File: src/rtl/irq_bank_pkg.sv
/*
 * constants for the interrupt flag and enable bank: register indices in the
 * special-purpose data memory, field positions, reset values, edge codes.
 * assumes an 8-bit special-register port driven by the core.
 */
package irq_bank_pkg;
    localparam int DATA_W = 8;
    localparam int ADDR_W = 3;
    localparam int NUM_SRC = 12;
    // register indices within the block's own decode window
    localparam logic [2:0] IDX_EDGE = 3'h0;
    localparam logic [2:0] IDX_CTRL0 = 3'h1;
    localparam logic [2:0] IDX_CTRL1 = 3'h2;
    localparam logic [2:0] IDX_CTRL2 = 3'h3;
    localparam logic [2:0] IDX_CTRL3 = 3'h4;
    localparam logic [7:0] RST_REG = 8'h00;
    localparam logic [7:0] MASK_EDGE = 8'h0f;
    localparam logic [7:0] MASK_CTRL0 = 8'h7f;
    localparam logic [7:0] MASK_CTRL3 = 8'h33;
    // edge select field positions
    localparam int POS_PIN_A_SEL = 0;
    localparam int POS_PIN_B_SEL = 2;
    // primary register 0 field positions
    localparam int POS_GLOBAL_EN = 0;
    localparam int POS_PIN_A_EN = 1;
    localparam int POS_PIN_B_EN = 2;
    localparam int POS_SERIAL_EN = 3;
    localparam int POS_PIN_A_FLAG = 4;
    localparam int POS_PIN_B_FLAG = 5;
    localparam int POS_SERIAL_FLAG = 6;
    // edge select codes
    localparam logic [1:0] EDGE_OFF = 2'h0;
    localparam logic [1:0] EDGE_RISE = 2'h1;
    localparam logic [1:0] EDGE_FALL = 2'h2;
    localparam logic [1:0] EDGE_BOTH = 2'h3;
    // request vector order: src_event / irq_pending bit numbers
    localparam int SRC_PIN_A = 0;
    localparam int SRC_PIN_B = 1;
    localparam int SRC_SERIAL = 2;
    localparam int SRC_LOW_VOLTAGE = 3;
    localparam int SRC_CONVERTER = 4;
    localparam int SRC_EEPROM = 5;
    localparam int SRC_TIMEBASE_A = 6;
    localparam int SRC_TIMER_P_PERIOD = 7;
    localparam int SRC_TIMER_P_COMPARE = 8;
    localparam int SRC_TIMER_S_PERIOD = 9;
    localparam int SRC_TIMER_S_COMPARE = 10;
    localparam int SRC_ASYNC_SERIAL = 11;
    localparam int SRC_TIMEBASE_B = 12;
endpackage

File: src/rtl/pin_edge_detect.sv
/*
 * one external interrupt pin: two-stage synchroniser, then edge match
 * against a two-bit select code. assumes the pin is asynchronous to clk.
 */
`timescale 1ns/10ps
module pin_edge_detect (
    input wire logic clk,
    input wire logic rst_n,
    input wire logic clk_en,
    input wire logic pin,
    input wire logic [1:0] edge_sel,
    output logic edge_hit
);
    import irq_bank_pkg::*;

    logic meta_q;
    logic sync_q;
    logic last_q;

    always_ff @(posedge clk or negedge rst_n) begin
        if (!rst_n) begin
            meta_q <= 1'b0;
            sync_q <= 1'b0;
            last_q <= 1'b0;
        end else if (clk_en) begin
            meta_q <= pin;
            sync_q <= meta_q;
            last_q <= sync_q;
        end
    end

    // one hit per edge: compares two settled stages only
    always_comb begin
        case (edge_sel)
            EDGE_OFF: edge_hit = 1'b0;
            EDGE_RISE: edge_hit = sync_q & ~last_q;
            EDGE_FALL: edge_hit = ~sync_q & last_q;
            EDGE_BOTH: edge_hit = sync_q ^ last_q;
            default: edge_hit = 1'b0;
        endcase
    end
endmodule

File: src/rtl/irq_flag_enable_bank.sv
/*
 * interrupt request flags, individual enables, global enable and external
 * pin edge selection, reached over the core's special-register port.
 * assumes one write or read per cycle and single-cycle event pulses.
 */
`timescale 1ns/10ps
// Summary of operation
// - pin b edge select: 00 off, 01 rise, 10 fall, 11 both.
// - pin a edge select in edge register bits 1..0, same codes.
// - edge register bits 7..4 read zero, writes ignored.
// - control 0 bit 0 is global enable; zero blocks every interrupt.
// - control 0 bit 6 is serial interface flag, software writable.
// - control 0 bit 5 set by selected edge on pin b.
// - control 0 bit 4 set by selected edge on pin a.
// - control 0 bit 3 enables serial interface interrupt.
// - control 0 bit 2 enables pin b interrupt.
// - control 0 bit 1 enables pin a interrupt.
// - controls 1..3 hold peripheral flag/enable pairs, flags high nibble.
// - each source has a flag set by its event plus an enable.
// - flags still set when disabled; no request then.
// - global enable low blocks all sources.
module irq_flag_enable_bank (
    input wire logic clk,
    input wire logic resetn,
    input wire logic clk_en,
    input wire logic [irq_bank_pkg::ADDR_W-1:0] reg_addr,
    input wire logic reg_wr,
    input wire logic reg_rd,
    input wire logic [irq_bank_pkg::DATA_W-1:0] reg_wdata,
    output logic [irq_bank_pkg::DATA_W-1:0] reg_rdata,
    input wire logic ext_irq_pin_a,
    input wire logic ext_irq_pin_b,
    input wire logic [irq_bank_pkg::NUM_SRC:0] src_event,
    output logic [irq_bank_pkg::NUM_SRC:0] irq_pending,
    output logic irq_request
);
    import irq_bank_pkg::*;

    logic rst_meta_q;
    logic rst_n;
    logic [7:0] edge_q;
    logic [7:0] ctrl0_q;
    logic [7:0] ctrl1_q;
    logic [7:0] ctrl2_q;
    logic [7:0] ctrl3_q;
    logic [7:0] ctrl0_d;
    logic [7:0] ctrl1_d;
    logic [7:0] ctrl2_d;
    logic [7:0] ctrl3_d;
    logic hit_a;
    logic hit_b;
    logic [NUM_SRC:0] set_ev;
    logic [NUM_SRC:0] flags;
    logic [NUM_SRC:0] enables;
    logic [NUM_SRC:0] pend_d;

    // flag update: write value, then hardware sets win over a software clear
    function automatic logic [7:0] upd(input logic [7:0] cur, input logic wr,
                                      input logic [7:0] wd, input logic [7:0] mask,
                                      input logic [7:0] sets);
        logic [7:0] v;
        v = wr ? (wd & mask) : cur;
        return v | (sets & mask);
    endfunction

    // one register selected by a write strobe
    function automatic logic wr_sel(input logic wr, input logic [ADDR_W-1:0] addr,
                                    input logic [ADDR_W-1:0] idx);
        return wr && (addr == idx);
    endfunction

    // resetn asserts at once but releases through two flops, so no flop
    // sees the release land on its own clock edge
    always_ff @(posedge clk or negedge resetn) begin
        if (!resetn) begin
            rst_meta_q <= 1'b0;
            rst_n <= 1'b0;
        end else begin
            rst_meta_q <= 1'b1;
            rst_n <= rst_meta_q;
        end
    end

    pin_edge_detect u_pin_a (
        .clk(clk),
        .rst_n(rst_n),
        .clk_en(clk_en),
        .pin(ext_irq_pin_a),
        .edge_sel(edge_q[POS_PIN_A_SEL +: 2]),
        .edge_hit(hit_a)
    );

    pin_edge_detect u_pin_b (
        .clk(clk),
        .rst_n(rst_n),
        .clk_en(clk_en),
        .pin(ext_irq_pin_b),
        .edge_sel(edge_q[POS_PIN_B_SEL +: 2]),
        .edge_hit(hit_b)
    );

    always_comb begin
        set_ev = src_event;
        set_ev[SRC_PIN_A] = hit_a;
        set_ev[SRC_PIN_B] = hit_b;
    end

    always_ff @(posedge clk or negedge rst_n) begin
        if (!rst_n) begin
            edge_q <= RST_REG;
        end else if (clk_en && wr_sel(reg_wr, reg_addr, IDX_EDGE)) begin
            edge_q <= reg_wdata & MASK_EDGE;
        end
    end

    always_comb begin
        ctrl0_d = upd(ctrl0_q, wr_sel(reg_wr, reg_addr, IDX_CTRL0), reg_wdata, MASK_CTRL0,
                      {1'b0, set_ev[SRC_SERIAL], set_ev[SRC_PIN_B], set_ev[SRC_PIN_A],
                       4'h0});
        ctrl1_d = upd(ctrl1_q, wr_sel(reg_wr, reg_addr, IDX_CTRL1), reg_wdata, 8'hff,
                      {set_ev[SRC_TIMEBASE_A], set_ev[SRC_EEPROM], set_ev[SRC_CONVERTER],
                       set_ev[SRC_LOW_VOLTAGE], 4'h0});
        ctrl2_d = upd(ctrl2_q, wr_sel(reg_wr, reg_addr, IDX_CTRL2), reg_wdata, 8'hff,
                      {set_ev[SRC_TIMER_S_COMPARE], set_ev[SRC_TIMER_S_PERIOD],
                       set_ev[SRC_TIMER_P_COMPARE], set_ev[SRC_TIMER_P_PERIOD],
                       4'h0});
        ctrl3_d = upd(ctrl3_q, wr_sel(reg_wr, reg_addr, IDX_CTRL3), reg_wdata, MASK_CTRL3,
                      {2'h0, set_ev[SRC_ASYNC_SERIAL], set_ev[SRC_TIMEBASE_B],
                       4'h0});
    end

    always_ff @(posedge clk or negedge rst_n) begin
        if (!rst_n) begin
            ctrl0_q <= RST_REG;
            ctrl1_q <= RST_REG;
            ctrl2_q <= RST_REG;
            ctrl3_q <= RST_REG;
        end else if (clk_en) begin
            ctrl0_q <= ctrl0_d;
            ctrl1_q <= ctrl1_d;
            ctrl2_q <= ctrl2_d;
            ctrl3_q <= ctrl3_d;
        end
    end

    always_comb begin
        flags = {ctrl3_q[4], ctrl3_q[5], ctrl2_q[7:4], ctrl1_q[7:4],
                 ctrl0_q[POS_SERIAL_FLAG], ctrl0_q[POS_PIN_B_FLAG],
                 ctrl0_q[POS_PIN_A_FLAG]};
        enables = {ctrl3_q[0], ctrl3_q[1], ctrl2_q[3:0], ctrl1_q[3:0],
                   ctrl0_q[POS_SERIAL_EN], ctrl0_q[POS_PIN_B_EN],
                   ctrl0_q[POS_PIN_A_EN]};
        // a flag without its enable stays visible but raises nothing
        pend_d = (flags & enables) & {(NUM_SRC + 1){ctrl0_q[POS_GLOBAL_EN]}};
    end

    // outputs one cycle behind the registers so they come straight from flops
    always_ff @(posedge clk or negedge rst_n) begin
        if (!rst_n) begin
            irq_pending <= '0;
            irq_request <= 1'b0;
        end else if (clk_en) begin
            irq_pending <= pend_d;
            irq_request <= |pend_d;
        end
    end

    always_ff @(posedge clk or negedge rst_n) begin
        if (!rst_n) begin
            reg_rdata <= RST_REG;
        end else if (clk_en && reg_rd) begin
            case (reg_addr)
                IDX_EDGE: reg_rdata <= edge_q;
                IDX_CTRL0: reg_rdata <= ctrl0_q;
                IDX_CTRL1: reg_rdata <= ctrl1_q;
                IDX_CTRL2: reg_rdata <= ctrl2_q;
                IDX_CTRL3: reg_rdata <= ctrl3_q;
                default: reg_rdata <= RST_REG;
            endcase
        end
    end

    // single-cycle checks on what the bank drives; pins and events belong to the far side
    property p_global_blocks;
        @(posedge clk) disable iff (!rst_n)
        clk_en && !ctrl0_q[POS_GLOBAL_EN] |=> !irq_request;
    endproperty
    a_global_blocks: assert property (p_global_blocks)
        else $error("request raised while global enable low");

    property p_request_source;
        @(posedge clk) disable iff (!rst_n)
        $rose(irq_request) |->
            $past(ctrl0_q[POS_GLOBAL_EN]) && $past(|(flags & enables));
    endproperty
    a_request_source: assert property (p_request_source)
        else $error("request without enabled flag");

    property p_pin_a_sets;
        @(posedge clk) disable iff (!rst_n)
        clk_en && hit_a |=> ctrl0_q[POS_PIN_A_FLAG];
    endproperty
    a_pin_a_sets: assert property (p_pin_a_sets)
        else $error("pin a edge lost");

    property p_pin_b_sets;
        @(posedge clk) disable iff (!rst_n)
        clk_en && hit_b |=> ctrl0_q[POS_PIN_B_FLAG];
    endproperty
    a_pin_b_sets: assert property (p_pin_b_sets)
        else $error("pin b edge lost");

    property p_edge_upper_zero;
        @(posedge clk) disable iff (!rst_n)
        edge_q[7:4] == 4'h0;
    endproperty
    a_edge_upper_zero: assert property (p_edge_upper_zero)
        else $error("edge register upper bits set");

    property p_pin_a_off;
        @(posedge clk) disable iff (!rst_n)
        clk_en && edge_q[POS_PIN_A_SEL +: 2] == EDGE_OFF && !ctrl0_q[POS_PIN_A_FLAG] &&
            !wr_sel(reg_wr, reg_addr, IDX_CTRL0) |=> !ctrl0_q[POS_PIN_A_FLAG];
    endproperty
    a_pin_a_off: assert property (p_pin_a_off)
        else $error("disabled pin a set its flag");

    property p_flag_without_enable;
        @(posedge clk) disable iff (!rst_n)
        clk_en && src_event[SRC_CONVERTER] |=> ctrl1_q[5];
    endproperty
    a_flag_without_enable: assert property (p_flag_without_enable)
        else $error("converter flag not set");

    property p_disabled_no_pend;
        @(posedge clk) disable iff (!rst_n)
        clk_en && !ctrl0_q[POS_SERIAL_EN] |=> !irq_pending[SRC_SERIAL];
    endproperty
    a_disabled_no_pend: assert property (p_disabled_no_pend)
        else $error("disabled serial source pending");

    property p_serial_sets;
        @(posedge clk) disable iff (!rst_n)
        clk_en && src_event[SRC_SERIAL] |=> ctrl0_q[POS_SERIAL_FLAG];
    endproperty
    a_serial_sets: assert property (p_serial_sets)
        else $error("serial flag not set");

    property p_pin_b_off;
        @(posedge clk) disable iff (!rst_n)
        clk_en && edge_q[POS_PIN_B_SEL +: 2] == EDGE_OFF && !ctrl0_q[POS_PIN_B_FLAG] &&
            !wr_sel(reg_wr, reg_addr, IDX_CTRL0) |=> !ctrl0_q[POS_PIN_B_FLAG];
    endproperty
    a_pin_b_off: assert property (p_pin_b_off)
        else $error("disabled pin b set its flag");

    property p_edge_read_upper;
        @(posedge clk) disable iff (!rst_n)
        clk_en && reg_rd && reg_addr == IDX_EDGE |=> reg_rdata[7:4] == 4'h0;
    endproperty
    a_edge_read_upper: assert property (p_edge_read_upper)
        else $error("edge register read upper bits set");

    property p_ctrl3_read_unused;
        @(posedge clk) disable iff (!rst_n)
        clk_en && reg_rd && reg_addr == IDX_CTRL3 |=> (reg_rdata & ~MASK_CTRL3) == 8'h00;
    endproperty
    a_ctrl3_read_unused: assert property (p_ctrl3_read_unused)
        else $error("control 3 unused bits read set");

    property p_timebase_b_sets;
        @(posedge clk) disable iff (!rst_n)
        clk_en && src_event[SRC_TIMEBASE_B] |=> ctrl3_q[4];
    endproperty
    a_timebase_b_sets: assert property (p_timebase_b_sets)
        else $error("time base b flag not set");

    property p_pin_a_single;
        @(posedge clk) disable iff (!rst_n)
        clk_en && hit_a && edge_q[POS_PIN_A_SEL +: 2] != EDGE_BOTH &&
            !wr_sel(reg_wr, reg_addr, IDX_EDGE) |=> !hit_a;
    endproperty
    a_pin_a_single: assert property (p_pin_a_single)
        else $error("pin a edge detected twice");

    property p_edge_write_lands;
        @(posedge clk) disable iff (!rst_n)
        clk_en && wr_sel(reg_wr, reg_addr, IDX_EDGE) |=>
            edge_q[POS_PIN_A_SEL +: 2] == $past(reg_wdata[POS_PIN_A_SEL +: 2]) &&
            edge_q[POS_PIN_B_SEL +: 2] == $past(reg_wdata[POS_PIN_B_SEL +: 2]);
    endproperty
    a_edge_write_lands: assert property (p_edge_write_lands)
        else $error("edge select write lost");

    property p_frozen;
        @(posedge clk) disable iff (!rst_n)
        !clk_en |=> $stable(ctrl0_q) && $stable(edge_q) && $stable(irq_pending);
    endproperty
    a_frozen: assert property (p_frozen)
        else $error("state moved while clock enable low");

    // scenarios the bench is expected to reach
    c_pin_a: cover property (@(posedge clk) disable iff (!rst_n) hit_a);
    c_request: cover property (@(posedge clk) disable iff (!rst_n) $rose(irq_request));
    c_masked_flag: cover property (@(posedge clk) disable iff (!rst_n)
        |flags && !ctrl0_q[POS_GLOBAL_EN]);
    c_pin_b_fall: cover property (@(posedge clk) disable iff (!rst_n)
        hit_b && edge_q[POS_PIN_B_SEL +: 2] == EDGE_FALL);
    c_frozen: cover property (@(posedge clk) disable iff (!rst_n)
        !clk_en && reg_wr);
endmodule

File: config.mk
export PLATFORM = sky130hd
export DESIGN_NAME = irq_flag_enable_bank
export DESIGN_NICKNAME = d
export VERILOG_FILES = /design/src/rtl/irq_bank_pkg.sv /design/src/rtl/pin_edge_detect.sv /design/src/rtl/irq_flag_enable_bank.sv
export SDC_FILE = /design/constraint.sdc
export NUM_CORES = 1
export LEC_CHECK = 0
export ABC_AREA = 1
export ABC_CLOCK_PERIOD_IN_PS = 2800
export BUFFER_PORTS_ARGS = -buffer_cell sky130_fd_sc_hd__buf_4
export CAP_MARGIN = 0
export CORE_UTILIZATION = 55
export CTS_BUF_LIST = sky130_fd_sc_hd__clkbuf_4 sky130_fd_sc_hd__clkbuf_8
export DETAILED_ROUTE_END_ITERATION = 8
export GPL_ROUTABILITY_DRIVEN = 0
export PLACE_DENSITY = 0.79
export SYNTH_ARGS = -nofsm -noshare
export SYNTH_HDL_FRONTEND = slang
export SYNTH_HIERARCHICAL = 1
export SYNTH_SLANG_ARGS = --single-unit
File: constraint.sdc
create_clock -name clk -period 2.8 [get_ports clk]
set_clock_uncertainty 0.1 [all_clocks]
set_input_delay 0.14 -clock clk [delete_from_list [all_inputs] [get_ports clk]]
set_output_delay 0.14 -clock clk [all_outputs]
set_load 0.01 [all_outputs]
==> flow_metrics.tcl <==
set metrics [dict create \
    crit_path_top_delay_cell "dlygate4sd3_1" \
    top_usage_layer "met2" \
    grt_max_degree 32 \
    clock_sinks 61 \
    antenna_cells 0 \
    maxCapViolations 0 \
    yosys_register_bits 61 \
    start_util 0.575 \
    antenna_found_initial 0 \
    relSlewSlack 0.634 \
    firstDrtPassIters 4 \
    setup_viol 0 \
    root_buffer "clkbuf_8" \
    slew_violations 0 \
    synth_cells 341 \
    io_buffers 50 \
    ys_seq_area_frac 0.513 \
    p_leak_nw 1.94 \
    setup_slack_ns 1.23 \
    clkLatencyLatePin_ns 0.33 \
    ios 53 \
    synth_nets 376 \
    routedWlPerCell_um 13.8 \
    place_ws_ns 1.30 \
    cts_tree "built" \
    final_cell_area_mm2 0.00372 \
    critPathCaptureType "register" \
    fin_util 0.720 \
    grt_pass1_vias 2353 \
    cp-start-kind "input pin" \
    grt_use_met2 0.413 \
    tightest_slew_ns 0.548 \
    finalHoldViolations 0 \
    tns_ns 0 \
    track_usage 0.259 \
    crit_arrival_ns 1.69 \
    final_antenna_net_count 0 \
    numCtsBuffers 9 \
    fin_crit_sh 0.560 \
    ys.flop_type "dfrtp_1" \
    crit_type "input pin to register" \
    drc 0 \
    die_w_um 75.5 \
    area_delta_synth_final_pct 25.3 \
    p_per_area_mw_per_mm2 628 \
    met1_usage 0.342 \
    max-vdd-ir-drop_v 0.000416 \
    hp-class "input pin to asynchronous set/reset pin" \
    coreArea_mm2 0.00517 \
    cp_slowest_stage_delay_ns 0.60 \
    final_nets 446 \
    num_vias 2558 \
    die_y_um 75.5 \
    rsz0062_at_grt "false" \
    syn_avg_cell_area_um2 8.72 \
    cp_max_fo 2 \
    worstPathCellList "dlygate4sd3_1 > buf_4 > a22oi_1 > dlygate4sd3_1 > o21ai_0" \
    required_ns 2.92 \
    clock_path_buffers 2 \
    status "complete, no violations" \
    row_count 26 \
    synth_edf_count 0 \
    fmax_ghz 0.638 \
    multi_input_comb_area_mm2 0.00121 \
    grt_pass1_wl_mm 10.8 \
    synth_area_mm2 0.00297 \
    drt_iter0_drc 288 \
    dpl_cell_area_mm2 0.00336 \
    cts-htree-levels 3 \
    synth-async-reset-ratio 1.00 \
    grt_util_met3 0.0622 \
    seqCellArea_mm2 0.00153 \
    overflow 0 \
    viasPerCell 5.26 \
    dp_hpwl_mm 4.69 \
    yosys_warnings 6 \
    finalCriticalPeriod_ns 1.57 \
    cpLargestDelayFamily "buffers and inverters" \
    path_clk_slew_ns 0.07 \
    nFillCells 392 \
    cp.buffers_inverters 3 \
    routed_wl_mm 6.72 \
    final_common_cell "nand2_1" \
    die-area_mm2 0.00570 \
    synth_cell_types 29 \
    layout-drive-gt1-share 0.245 \
    mostFrequentLayoutCells "nand2_1, dfrtp_1, buf_4" \
    path_common_cell "dlygate4sd3_1" \
    fin_hold_ws_ns 0.0234 \
]
sequential cells by signal, indices dropped and copies added, names as in the netlist, 4 cells and up:
register,count
ctrl3_q,4
irq_pending,13
edge_q,4
ctrl2_q,8
ctrl1_q,8
reg_rdata,8
ctrl0_q,7
cells in the mapped netlist (3+ instances only):
master	instances	share of area
buf_6	3	0.011
clkbuf_1	3	0.0038
dfrtp_1	61	0.51
ha_1	4	0.017
inv_1	32	0.040
inv_4	3	0.0063
nand2_1	109	0.14
nand2_2	4	0.0084
nand3_1	29	0.049
nand4_1	6	0.013
nor2_1	15	0.019
o211ai_2	9	0.038
o21ai_0	30	0.051
o21ai_1	7	0.012
o21ai_2	7	0.021
stage by stage:
stage / total power [W] / std cells
2_1_floorplan: 0.00140 / 341
3_3_place_gp: 0.00156 / 453
3_5_place_dp: 0.00159 / 453
4_1_cts: 0.00235 / 486
5_1_grt: 0.00247 / 486
6_report: 0.00234 / 486
worst register-to-register path: cells and delay by family (launching register included):
kind | cells | cell delay [ns]
simple gates | 6 | 0.70
flops | 1 | 0.56
path summary, 6_finish.rpt:
kind	startpoint	endpoint	slack (ns)	depth (start not counted)
worst min-delay path	resetn	rst_n	0.02	2
worst max-delay path	reg_wdata[4]	ctrl3_q[4]	1.23	5
worst min register to register	rst_n	irq_pending[12]	0.19	1
min in group clk	reg_wdata[7]	ctrl2_q[7]	0.02	3
max in group asynchronous	rst_n	ctrl3_q[4]	1.86	1
worst max register to register	ctrl0_q[0]	irq_request	1.33	6
cells by family (layout without fill, tap and decap cells):
kind of cell	count (synthesis)	in the layout	share of synthesized area
other cells	1	1	0.00126
buf+inv	47	122	0.0795
compound gates	57	57	0.131
fa+ha+maj	4	4	0.0168
simple gates	171	171	0.258
flops	61	61	0.513
timing repair:
item / CTS / global route
buffers inserted: 0 / 0
hold buffers: 17 / 0
resized for setup: 0 / 0
hold endpoints to repair: 19 / 0
final cells by class:
| class | instances | share of cell area |
|---|---|---|
| clock buffers | 15 | 0.0504 |
| multi-input cells | 233 | 0.325 |
| flip-flops and latches | 61 | 0.410 |
| repair buffers | 69 | 0.150 |
| well taps | 70 | 0.0235 |
| clock inverters | 1 | 0.00134 |
| inverters | 37 | 0.0393 |
report_power, final:
group	internal, W	leakage [nW]	total (W)	switching [W]
Sequential	0.00102	0.742	0.00114	0.000124
Combinational	0.000215	1.09	0.000463	0.000248
Clock	0.000423	0.104	0.000738	0.000316
Total	0.00165	1.94	0.00234	0.000687
layer usage:
layer / up-vias / wire length, µm
met4: 0 / 157
met5: - / 0
met2: 91 / 3160
li1: 1251 / -
met1: 1194 / 3040
met3: 22 / 350
Note: power is estimated with default switching activity, not from simulation.
